`config.mk`:
```
export PLATFORM = sky130hd
export DESIGN_NAME = timer_pulse_core
export DESIGN_NICKNAME = d
export VERILOG_FILES = /design/src/core/tpu_cc_pkg.sv /design/src/core/chan_counter.sv /design/src/core/pin_edge.sv /design/src/core/timer_pulse_core.sv
export SDC_FILE = /design/constraint.sdc
export NUM_CORES = 1
export LEC_CHECK = 0
export ABC_AREA = 0
export BUFFER_PORTS_ARGS = -buffer_cell sky130_fd_sc_hd__buf_2
export CORE_MARGIN = 2
export CORE_UTILIZATION = 65
export DETAILED_ROUTE_END_ITERATION = 10
export GPL_TIMING_DRIVEN = 0
export PLACE_DENSITY = 0.83
export SETUP_SLACK_MARGIN = 0.1
export SLEW_MARGIN = 25
export SYNTH_ARGS = -nofsm -noshare
export SYNTH_HDL_FRONTEND = slang
export SYNTH_SLANG_ARGS = --single-unit
```
`constraint.sdc`:
```
create_clock -name SYS_CLK_I -period 7.1 [get_ports SYS_CLK_I]
set_input_delay 1.42 -clock SYS_CLK_I [delete_from_list [all_inputs] [get_ports SYS_CLK_I]]
set_output_delay 1.42 -clock SYS_CLK_I [all_outputs]
set_load 0.03 [all_outputs]
```
`src/core/tpu_cc_pkg.sv`:
```
// constants of the timer compare/capture core: offsets, fields, resets
// assumes a 16-bit plain register port and synchronous pin inputs
// Operation
// - reg-d compare match drives off/0/1/toggle
// - output setup loads initial pin level
// - code 1000 captures on pin rise
// - code 1001 captures on pin fall
// - code 101x captures on both edges
// - code 11xx captures on channel-1 counts
// - no channel-1 capture with undivided prescale
// - buffer mode blocks capture and compare
// - pwm mode 1 routes to pin c
// - six readable writable 16-bit counters
// - counters clear on reset and standby
// - general registers 16-bit, reset all ones
// - sixteen general registers across six channels
// - channels 0/3: c pairs a, d pairs b; the core pairs none, channel 0 buffer mode only blocks reg d
package tpu_cc_pkg;
    localparam int CNT_W  = 16;
    localparam int NUM_CH = 6;
    localparam int NUM_GR = 16;
    localparam int ADDR_W = 8;
    localparam int PSC_W  = 3;
    // register offsets (word addresses on the plain port)
    localparam logic [7:0] OFS_IO_CTRL  = 8'h00;
    localparam logic [7:0] OFS_MODE     = 8'h01;
    localparam logic [7:0] OFS_CH1_CTRL = 8'h02;
    localparam logic [7:0] OFS_STATUS   = 8'h03;
    localparam logic [7:0] OFS_CNT_BASE = 8'h10;
    localparam logic [7:0] OFS_CNT_END  = 8'h16;
    localparam logic [7:0] OFS_GR_BASE  = 8'h20;
    localparam logic [7:0] OFS_GR_END   = 8'h30;
    // general register index of channel 0 register d
    localparam int GR_D0 = 3;
    // io control field positions
    localparam int IOD_CAP = 7;
    localparam int IOD_LVL = 6;
    localparam int IOD_HI  = 7;
    localparam int IOD_LO  = 4;
    // mode register bits
    localparam int MODE_BUF_D = 0;
    localparam int MODE_PWM1  = 1;
    // status bits
    localparam int STS_LVL  = 0;
    localparam int STS_D_OE = 1;
    localparam int STS_C_OE = 2;
    // compare actions, low two bits of the field
    localparam logic [1:0] ACT_OFF  = 2'h0;
    localparam logic [1:0] ACT_LOW  = 2'h1;
    localparam logic [1:0] ACT_HIGH = 2'h2;
    localparam logic [1:0] ACT_TOG  = 2'h3;
    // capture source, bits 7:6 of the field
    localparam logic [1:0] SRC_PIN = 2'h2;
    localparam logic [1:0] SRC_CH1 = 2'h3;
    localparam logic [PSC_W-1:0] PSC_UNDIV = 3'h0;
    // reset values
    localparam logic [15:0] CNT_RST = 16'h0000;
    localparam logic [15:0] GR_RST  = 16'hffff;
    localparam logic [7:0]  IO_RST  = 8'h00;
    localparam logic [PSC_W-1:0] PSC_RST = 3'h0;
endpackage : tpu_cc_pkg

```
`src/core/chan_counter.sv`:
```
// one channel up/down counter with load and clear
// assumes tick, load and clear are one-cycle synchronous pulses
`timescale 1ns/1ps
`default_nettype none
module chan_counter #(
    parameter int W = 16
) (
    // clock and reset
    input  wire logic         clk_i,
    input  wire logic         nrst_i,
    input  wire logic         ce_i,
    // control
    input  wire logic         clear_i,
    input  wire logic         load_i,
    input  wire logic [W-1:0] load_val_i,
    input  wire logic         tick_i,
    input  wire logic         down_i,
    // count
    output logic      [W-1:0] cnt_o
);
    typedef struct packed {
        logic [W-1:0] cnt;
    } cnt_state_type;

    cnt_state_type s_reg;
    cnt_state_type s_next;

    always_comb begin
        s_next = s_reg;
        if (clear_i) begin
            s_next.cnt = '0;
        end else if (load_i) begin
            s_next.cnt = load_val_i;
        end else if (tick_i) begin
            s_next.cnt = down_i ? s_reg.cnt - W'(1) : s_reg.cnt + W'(1);
        end
    end

    always_ff @(posedge clk_i or negedge nrst_i) begin
        if (!nrst_i) begin
            s_reg <= '0;
        end else if (ce_i) begin
            s_reg <= s_next;
        end
    end

    assign cnt_o = s_reg.cnt;
endmodule : chan_counter
`default_nettype wire

```
`src/core/pin_edge.sv`:
```
// rising and falling edge detector for a synchronous pin input
// assumes the pin is already synchronous to the clock
`timescale 1ns/1ps
`default_nettype none
module pin_edge (
    // clock and reset
    input  wire logic clk_i,
    input  wire logic nrst_i,
    input  wire logic ce_i,
    // pin and edges
    input  wire logic pin_i,
    output logic      rise_o,
    output logic      fall_o
);
    typedef struct packed {
        logic prev;
    } edge_state_type;

    edge_state_type s_reg;
    edge_state_type s_next;

    always_comb begin
        s_next      = s_reg;
        s_next.prev = pin_i;
    end

    always_ff @(posedge clk_i or negedge nrst_i) begin
        if (!nrst_i) begin
            s_reg <= '0;
        end else if (ce_i) begin
            s_reg <= s_next;
        end
    end

    assign rise_o = pin_i & ~s_reg.prev;
    assign fall_o = ~pin_i & s_reg.prev;
endmodule : pin_edge
`default_nettype wire

```
`src/core/timer_pulse_core.sv`:
```
// six-channel counters, sixteen general registers, channel 0 reg d i/o
// assumes strobes one cycle long, synchronous pins, external count ticks
`timescale 1ns/1ps
`default_nettype none
module timer_pulse_core (
    // clock, reset, enable
    input  wire logic                                SYS_CLK_I,
    input  wire logic                                NRST_I,
    input  wire logic                                CE_I,
    input  wire logic                                STANDBY_I,
    // register port
    input  wire logic [tpu_cc_pkg::ADDR_W-1:0]       ADDR_I,
    input  wire logic [15:0]                         WDATA_I,
    input  wire logic                                WR_I,
    input  wire logic                                RD_I,
    output logic      [15:0]                         RDATA_O,
    // count ticks from the prescalers
    input  wire logic [tpu_cc_pkg::NUM_CH-1:0]       COUNT_TICK_I,
    input  wire logic [tpu_cc_pkg::NUM_CH-1:0]       COUNT_DOWN_I,
    // channel 0 pins
    input  wire logic                                PIN_D_I,
    output logic                                     PIN_D_O,
    output logic                                     PIN_D_OE_O,
    output logic                                     PIN_C_O,
    output logic                                     PIN_C_OE_O
);
    import tpu_cc_pkg::*;

    typedef struct packed {
        logic [7:0]             io_ctrl;
        logic                   buf_d;
        logic                   pwm1;
        logic [PSC_W-1:0]       psc;
        logic [15:0][CNT_W-1:0] gr;
        logic [CNT_W-1:0]       cnt0_prev;
        logic                   level;
        logic                   d_oe;
        logic                   c_oe;
        logic [15:0]            rdata;
    } core_state_type;

    localparam core_state_type S_RST = '{
        io_ctrl:   IO_RST,
        buf_d:     1'b0,
        pwm1:      1'b0,
        psc:       PSC_RST,
        gr:        {16{GR_RST}},
        cnt0_prev: CNT_RST,
        level:     1'b0,
        d_oe:      1'b0,
        c_oe:      1'b0,
        rdata:     16'h0000
    };

    core_state_type           s_reg;
    core_state_type           s_next;
    logic [CNT_W-1:0]         cnt [NUM_CH];
    logic [NUM_CH-1:0]        cnt_load;
    logic                     pin_rise;
    logic                     pin_fall;
    logic [3:0]               code;
    logic [3:0]               new_code;
    logic [1:0]               act;
    logic                     out_mode;
    logic                     match;
    logic                     pin_cap;
    logic                     ch1_cap;
    logic                     cap;
    logic [7:0]               rel_cnt;
    logic [7:0]               rel_gr;

    // per channel counters
    genvar ch;
    generate
        for (ch = 0; ch < NUM_CH; ch++) begin : g_cnt
            assign cnt_load[ch] = WR_I
                && (ADDR_I == OFS_CNT_BASE + 8'(ch));
            chan_counter #(
                .W (CNT_W)
            ) u_cnt (
                .clk_i      (SYS_CLK_I),
                .nrst_i     (NRST_I),
                .ce_i       (CE_I),
                .clear_i    (STANDBY_I),
                .load_i     (cnt_load[ch]),
                .load_val_i (WDATA_I),
                .tick_i     (COUNT_TICK_I[ch]),
                .down_i     (COUNT_DOWN_I[ch]),
                .cnt_o      (cnt[ch])
            );
        end
    endgenerate

    pin_edge u_edge (
        .clk_i  (SYS_CLK_I),
        .nrst_i (NRST_I),
        .ce_i   (CE_I),
        .pin_i  (PIN_D_I),
        .rise_o (pin_rise),
        .fall_o (pin_fall)
    );

    assign rel_cnt  = ADDR_I - OFS_CNT_BASE;
    assign rel_gr   = ADDR_I - OFS_GR_BASE;
    assign code     = s_reg.io_ctrl[IOD_HI:IOD_LO];
    assign act      = code[1:0];
    assign out_mode = !code[3];

    // compare match on a counter change into equality
    assign match = !s_reg.buf_d && out_mode
        && (cnt[0] == s_reg.gr[GR_D0])
        && (cnt[0] != s_reg.cnt0_prev);

    // capture sources
    always_comb begin
        pin_cap = 1'b0;
        if (code[3:2] == SRC_PIN) begin
            if (code[1]) begin
                pin_cap = pin_rise | pin_fall;
            end else if (code[0]) begin
                pin_cap = pin_fall;
            end else begin
                pin_cap = pin_rise;
            end
        end
    end

    assign ch1_cap = (code[3:2] == SRC_CH1) && COUNT_TICK_I[1]
        && (s_reg.psc != PSC_UNDIV);
    assign cap = !s_reg.buf_d && (pin_cap || ch1_cap);

    always_comb begin
        s_next       = s_reg;
        new_code     = 4'h0;
        s_next.rdata = 16'h0000;
        s_next.cnt0_prev = cnt[0];
        // compare output action
        if (match) begin
            case (act)
                ACT_LOW:  s_next.level = 1'b0;
                ACT_HIGH: s_next.level = 1'b1;
                ACT_TOG:  s_next.level = ~s_reg.level;
                default:  s_next.level = s_reg.level;
            endcase
        end
        // register writes
        if (WR_I) begin
            if (ADDR_I == OFS_IO_CTRL) begin
                s_next.io_ctrl = WDATA_I[7:0];
                if (!WDATA_I[IOD_CAP] && WDATA_I[IOD_LO+:2] != ACT_OFF) begin
                    s_next.level = WDATA_I[IOD_LVL];
                end
            end else if (ADDR_I == OFS_MODE) begin
                s_next.buf_d = WDATA_I[MODE_BUF_D];
                s_next.pwm1  = WDATA_I[MODE_PWM1];
            end else if (ADDR_I == OFS_CH1_CTRL) begin
                s_next.psc = WDATA_I[PSC_W-1:0];
            end else if (ADDR_I >= OFS_GR_BASE && ADDR_I < OFS_GR_END) begin
                s_next.gr[rel_gr[3:0]] = WDATA_I;
            end
        end
        // capture wins over a same-cycle bus write
        if (cap) begin
            s_next.gr[GR_D0] = cnt[0];
        end
        // pin routing
        new_code = s_next.io_ctrl[IOD_HI:IOD_LO];
        s_next.d_oe = !new_code[3] && new_code[1:0] != ACT_OFF
            && !s_next.pwm1;
        s_next.c_oe = !new_code[3] && new_code[1:0] != ACT_OFF
            && s_next.pwm1;
        // register reads, data one cycle later
        if (RD_I) begin
            if (ADDR_I == OFS_IO_CTRL) begin
                s_next.rdata = {8'h00, s_reg.io_ctrl};
            end else if (ADDR_I == OFS_MODE) begin
                s_next.rdata = {14'h0000, s_reg.pwm1, s_reg.buf_d};
            end else if (ADDR_I == OFS_CH1_CTRL) begin
                s_next.rdata = {13'h0000, s_reg.psc};
            end else if (ADDR_I == OFS_STATUS) begin
                s_next.rdata = {13'h0000, s_reg.c_oe, s_reg.d_oe,
                                s_reg.level};
            end else if (ADDR_I >= OFS_CNT_BASE && ADDR_I < OFS_CNT_END) begin
                s_next.rdata = cnt[rel_cnt[2:0]];
            end else if (ADDR_I >= OFS_GR_BASE && ADDR_I < OFS_GR_END) begin
                s_next.rdata = s_reg.gr[rel_gr[3:0]];
            end else begin
                s_next.rdata = 16'h0000;
            end
        end
    end

    always_ff @(posedge SYS_CLK_I or negedge NRST_I) begin
        if (!NRST_I) begin
            s_reg <= S_RST;
        end else if (CE_I) begin
            s_reg <= s_next;
        end
    end

    assign RDATA_O    = s_reg.rdata;
    assign PIN_D_O    = s_reg.level;
    assign PIN_D_OE_O = s_reg.d_oe;
    assign PIN_C_O    = s_reg.level;
    assign PIN_C_OE_O = s_reg.c_oe;

    logic wr_d0;
    logic wr_io;
    assign wr_d0 = WR_I && ADDR_I == OFS_GR_BASE + 8'(GR_D0);
    assign wr_io = WR_I && ADDR_I == OFS_IO_CTRL;
endmodule : timer_pulse_core
`default_nettype wire

```
==> impl_metrics.csv, run 1 <==
group,metric,value,unit
status,status,"completed",
pwr,pwr-share-comb,31.7,%
finish,fin_cells,2724,
cts,ctsHoldBuffers,0,
timing,fin_skew,0.0261,ns
cts,cts_tree,"built",
global_route,grt_max_degree,103,
pwr,pwr_density_cell,297,mW/mm^2
yosys,ys.flop_type,"dfstp_2",
timing,setup_violations,0,
cts,h-tree-depth,2,
timing,hold_viol,0,
placed_design,io_buffers,57,
placed_design,dp.cells,2642,
finish,syn_to_final_growth,10.5,%
global_route,grt_pass1_vias,19400,
yosys,synth_cell_types,74,
detailed_routing,ant_nets,0,
cts,cts_root_buf,"clkbuf_16",
cts,ctsResizeCount,0,
global_route,grt-ovfl-total,0,
timing,holdWs,0.504,ns
timing,worstMarginPinSlew,1.11,ns
timing,drv_slew,0,
finish,final_util,72.6,%
timing,post-route-min-period,4.03,ns
yosys,syn_nets,2248,
yosys,yosysWarnings,0,
die,pin_count,63,
detailed_routing,firstDrtPassIters,7,
finish,final_area,0.0265,sq mm
worst_setup_path,worst_ep_required_time,7.54,ns
yosys,async_flop_share,100,%
cts,path_clk_slew,0.06,ns
worst_setup_path,cp-start-kind,"input port",
cts,clock_latency,0.60,ns
finish,drive_gt1_share,37.1,%
yosys,post_synth_main_area_contributors,"dfstp_2 (28%), dfrtp_1 (15%), mux2_2 (13%)",
cts,cts_post_setup_buffers_inserted,0,
detailed_routing,num_vias,19500,
global_route,grt_first_pass_wirelength,117000,um
timing,maxSlewHeadroom,26.1,%
detailed_routing,wl,76900,um
yosys,synth-seq-cells,401,
placed_design,hpwl,53100,um
die,die_x,196,um
die,die_h,196,um
finish,largest_reg_flops,281,
worst_setup_path,crit_fanout,10,
detailed_routing,drt_iter0_drc,2512,
pwr,finalPower,0.00788,W
detailed_routing,via_per_inst,7.15,
pwr,ir_worst_vdd,176,uV
pwr,p_switching,0.00279,W
cts,numClockSinks,401,
timing,fmax,248,MHz
yosys,synth_top_area_share,28.0,%
detailed_routing,route.detailed.drc,0,
timing,fin_crit_sh,56.8,%
pwr,clkPwrFrac,30.6,%
job,cap_violations,0,
yosys,synth.avg_cell_area,11.4,sq um
timing,rsz0062_at_grt,"false",
placed_design,placed_area,0.0250,sq mm
cts,cts_buffer_depth,3,
die,initial_core_util,65.7,%
detailed_routing,wire_per_inst,28.2,um
placed_design,gp_congestion,1.00,
global_route,grt_usage,40.6,%
worst_setup_path,cp.arrival,4.47,ns
worst_setup_path,end_kind,"register",
pwr,p_leak,11.1,nW
worst_setup_path,critical_path_class,"input port to register",
die,core,0.0365,sq mm
min_path,hold_path_class,"register to register",
yosys,syn_area,0.0240,sq mm
yosys,syn-instance-count,2113,
pwr,p_sw_share,35.4,%
cts,numCtsBuffers,43,
pwr,seqPwrFrac,37.7,%
yosys,ys_seq_area_share,43.1,%
yosys,synth_edf_count,0,
die,rows,70,
pwr,internal_power,0.00508,W
global_route,antenna_found_initial,2,
yosys,synth_area_leader_cell,"dfstp_2",
finish,nNetsFinal,2354,
die,die_area,0.0385,sq mm
layer usage:
| layer | global-route usage (%) | up-vias | share of wire [%] |
|---|---|---|---|
| met3 | 12.3 | 377 | 12 |
| met5 | 0 | - | 0.034 |
| li1 | - | 8055 | - |
| met2 | 59.9 | 1380 | 44 |
| met1 | 52.8 | 9651 | 37 |
| met4 | 25.6 | 4 | 7.1 |
cell usage in the layout, fill, tap and decap left out, drive strengths merged, types with 7 or more instances in the layout:
| cell | instances |
|---|---|
| nor3 | 51 |
| inv | 79 |
| o21ai | 130 |
| nand3 | 41 |
| ha | 86 |
| clkinv | 11 |
| a211oi | 11 |
| dfrtp | 145 |
| mux4 | 96 |
| nor4 | 15 |
| a22o | 54 |
| nand2 | 155 |
| nor2b | 21 |
| mux2i | 24 |
| o22ai | 35 |
| xnor2 | 55 |
| xor2 | 43 |
| nand4 | 9 |
| nor2 | 94 |
| dfstp | 256 |
| a31oi | 10 |
| o211ai | 9 |
| or3 | 15 |
| mux2 | 268 |
| clkbuf | 148 |
| nand2b | 19 |
| and3 | 7 |
| o31ai | 41 |
| buf | 121 |
| a21oi | 92 |
| a22oi | 28 |
final cells by class:
cell class | count | area (sq um)
multi-input combinational | 1487 | 12700
sequential | 401 | 10400
fill | 2353 | 10000
clock buffer | 60 | 1240
buffer | 148 | 694
tap | 468 | 586
timing repair buffer | 61 | 405
inverter | 77 | 289
clock inverter | 19 | 264
antenna | 3 | 7.51
cell families after synthesis:
logic type / count (synthesis) / share of synthesized area (%)
simple gates: 449 / 9.10
flops: 401 / 43.1
mux: 388 / 22.6
fa+ha+maj: 92 / 4.98
buf+inv: 225 / 4.10
xor+xnor: 98 / 3.58
compound gates: 460 / 12.5
final timing paths:
check / from / endpoint / slack (ns) / cells after the start
max reg2reg: g_cnt[0].u_cnt.cnt_o[3]$_DFFE_PN0P_ / g_cnt[0].u_cnt.cnt_o[14]$_DFFE_PN0P_ / 4.15 / 9
min reg2reg: s_reg[97]$_DFFE_PN1P_ / s_reg[97]$_DFFE_PN1P_ / 0.50 / 2
max: ADDR_I[1] / RDATA_O[8]$_DFFE_PN0P_ / 3.07 / 7
max in group asynchronous: NRST_I / s_reg[146]$_DFFE_PN1P_ / 5.07 / 3
min: s_reg[97]$_DFFE_PN1P_ / s_reg[97]$_DFFE_PN1P_ / 0.50 / 2
min in group asynchronous: NRST_I / g_cnt[4].u_cnt.cnt_o[9]$_DFFE_PN0P_ / 0.76 / 1
power by group through the flow:
stage          clock network [W]  logic [W]  registers [W]
5_1_grt                  0.00250    0.00271        0.00298
3_3_place_gp                   0    0.00227        0.00294
2_1_floorplan                  0    0.00183        0.00280
4_1_cts                  0.00241    0.00242        0.00294
6_report                 0.00241    0.00249        0.00297
3_5_place_dp                   0    0.00237        0.00297
synthesized netlist by cell type, types with 46 or more instances:
master    instances
mux4_2           96
a22o_1           54
clkbuf_1         88
a21oi_1          92
nor3_1           46
ha_1             86
dfstp_2         256
dfrtp_1         145
xnor2_1          55
nand2_1         154
o21ai_0         124
mux2_2          268
nor2_1           90
inv_1            77
stage by stage:
| step | setup WS, ns | setup TNS [ns] |
|---|---|---|
| 2_1_floorplan | 3.55 | 0 |
| 6_report | 3.07 | 0 |
| 3_3_place_gp | -2.84 | -503.87 |
| 3_5_place_dp | 2.67 | 0 |
| 5_1_grt | 3.12 | 0 |
| 4_1_cts | 3.21 | 0 |
critical path, stage by stage:
cell and delay, ns:
buf_2 0.20, buf_1 0.57, clkbuf_1 0.73, mux4_2 0.45
mux4_2 0.55, a22oi_1 0.41, o22ai_1 0.12
(Power assumes the default switching activity.)
==> run 2: changes to the inputs <==
Settings changed: CORE_UTILIZATION 65 to 64, PLACE_DENSITY 0.83 to 0.81.
Clock period 7.1 ns to 4 ns, I/O delays scaled along.
==> run 2 against run 1 <==
Compared with the run above:
- setup slack worse by 2.5 ns
- cell area down 0.21%
- critical path depth unchanged
- via count down 2.2%
- sequential cell count unchanged
- critical path type unchanged
- power up 75%
- global-route usage down 1.4 points
- sequential power up 77%
- combinational power up 76%
- clock skew down 0.0017 ns
- largest cell class unchanged
- die area up 1.5%
==> impl_metrics.csv, run 2 (synthesis gave the netlist of run 1 again) <==
group,metric,value,unit
detailed_routing,wl,75100,um
timing,fin_skew,0.0245,ns
timing,worstMarginPinSlew,1.13,ns
timing,rsz0062_at_grt,"false",
global_route,grt-ovfl-total,0,
status,status,"completed",
worst_setup_path,crit_fanout,10,
cts,cts_buffer_depth,3,
job,cap_violations,0,
timing,drv_slew,0,
worst_setup_path,cp-start-kind,"input port",
timing,hold_viol,0,
cts,cts_post_setup_buffers_inserted,0,
pwr,p_leak,11.1,nW
pwr,ir_worst_vdd,302,uV
detailed_routing,firstDrtPassIters,6,
global_route,grt_usage,39.2,%
finish,nNetsFinal,2354,
timing,holdWs,0.147,ns
timing,post-route-min-period,3.41,ns
worst_setup_path,worst_ep_required_time,4.43,ns
worst_setup_path,cp.arrival,3.84,ns
placed_design,gp_congestion,1.01,
timing,setup_violations,0,
detailed_routing,drt_iter0_drc,2275,
global_route,antenna_found_initial,1,
worst_setup_path,max_stage_delay,0.73,ns
cts,h-tree-depth,2,
finish,layout_common_cells,"mux2_2 (268), dfstp_2 (256), nand2_1 (154), dfrtp_1 (145), o21ai_0 (124)",
placed_design,hpwl,53600,um
cts,ctsHoldBuffers,0,
detailed_routing,wire_per_inst,27.6,um
finish,drive_gt1_share,36.8,%
pwr,pwr_density_cell,522,mW/mm^2
timing,fin_crit_sh,85.2,%
finish,seq_area,0.0104,sq mm
finish,mostFrequentLayoutCell,"mux2_2",
die,initial_core_util,65.3,%
cts,numClockSinks,401,
cts,path_clk_slew,0.06,ns
cts,clock_latency,0.60,ns
worst_setup_path,crit_chain,"buf_2, buf_1, clkbuf_1, mux4_2, mux4_2, a22oi_1, o22ai_1",
placed_design,io_buffers,57,
detailed_routing,num_vias,19000,
finish,multi_input_area,0.0127,sq mm
timing,maxSlewHeadroom,24.9,%
finish,largest_reg_flops,281,
global_route,grt_pass1_vias,19000,
detailed_routing,ant_nets,0,
detailed_routing,via_per_inst,7.00,
global_route,grt_max_degree,101,
worst_setup_path,cpMostUsedCell,"mux4_2",
timing,fmax,293,MHz
die,core,0.0368,sq mm
worst_setup_path,critical_path_class,"input port to register",
worst_setup_path,end_kind,"register",
min_path,hold_path_class,"input port to async pin",
die,pin_count,63,
cts,cts_tree,"built",
die,die_h,198,um
cts,numCtsBuffers,43,
die,rows,70,
finish,syn_to_final_growth,10.2,%
die,die_x,198,um
finish,fill_cells,2487,
finish,fin_cells,2720,
die,die_area,0.0391,sq mm
cts,cts_root_buf,"clkbuf_16",
worst_setup_path,cp_slowest_cell,"clkbuf_1",
global_route,grt_first_pass_wirelength,114000,um
placed_design,dp.cells,2642,
cts,ctsResizeCount,0,
detailed_routing,route.detailed.drc,0,
[run 2: cell types whose count changed in the layout (fill, tap and decap cells not counted), sizes merged]
cell,before,now
clkbuf,148,155
clkinv,11,4
bufinv,5,3
diode,3,1
[run 2: final cells by class]
cell class	count	area share [%]
Sequential cell	401	39.1
Clock inverter	10	0.558
Timing Repair Buffer	61	1.53
Tap cell	468	2.21
Antenna cell	1	0.00946
Clock buffer	67	4.95
Inverter	77	1.09
Multi-Input combinational cell	1487	47.9
Buffer	148	2.62
[run 2: final timing paths]
path / start / to / slack [ns] / cells after the start
worst max-delay path: ADDR_I[1] / RDATA_O[12]$_DFFE_PN0P_ / 0.59 / 7
worst min-delay path: NRST_I / g_cnt[5].u_cnt.cnt_o[10]$_DFFE_PN0P_ / 0.15 / 1
worst max register to register: g_cnt[0].u_cnt.cnt_o[0]$_DFFE_PN0P_ / g_cnt[0].u_cnt.cnt_o[14]$_DFFE_PN0P_ / 1.05 / 11
worst min register to register: s_reg[91]$_DFFE_PN1P_ / s_reg[91]$_DFFE_PN1P_ / 0.50 / 2
max in group asynchronous: NRST_I / s_reg[125]$_DFFE_PN1P_ / 2.55 / 3
min in group SYS_CLK_I: s_reg[91]$_DFFE_PN1P_ / s_reg[91]$_DFFE_PN1P_ / 0.50 / 2
[run 2: per-stage QoR]
stage / TNS [ns] / setup slack (ns) / util [%] / cell area [sq um] / power [W]
2_1_floorplan: 0 / 1.07 / - / 24000 / 0.00822
3_3_place_gp: -1501.85 / -5.35 / 67.6 / 24900 / 0.00926
3_5_place_dp: 0 / 0.0963 / 68.0 / 25000 / 0.00948
4_1_cts: 0 / 0.674 / 71.9 / 26500 / 0.0136
5_1_grt: 0 / 0.558 / 71.9 / 26500 / 0.0144
6_report: 0 / 0.591 / 71.9 / 26500 / 0.0138
[run 2: layer usage]
| metal | wire, um | vias to the layer above | global-route usage, % |
|---|---|---|---|
| met5 | 0 | - | 0 |
| met4 | 4580 | 0 | 20.7 |
| met3 | 9200 | 292 | 11.0 |
| met2 | 32700 | 1247 | 58.1 |
| met1 | 28600 | 9475 | 52.9 |
| li1 | - | 8029 | - |
[run 2: critical path: cells and delay by family]
kind                   cells  cell delay, ns
multiplexers               2            0.97
AO/OA/AOI/OAI              2            0.46
buffers and inverters      3            1.59
[run 2: power breakdown]
group | switching [W] | leakage [nW] | internal, W
sequential | 0.000671 | 4.55 | 0.00459
combinational | 0.00244 | 5.82 | 0.00192
clock | 0.00174 | 0.711 | 0.00245
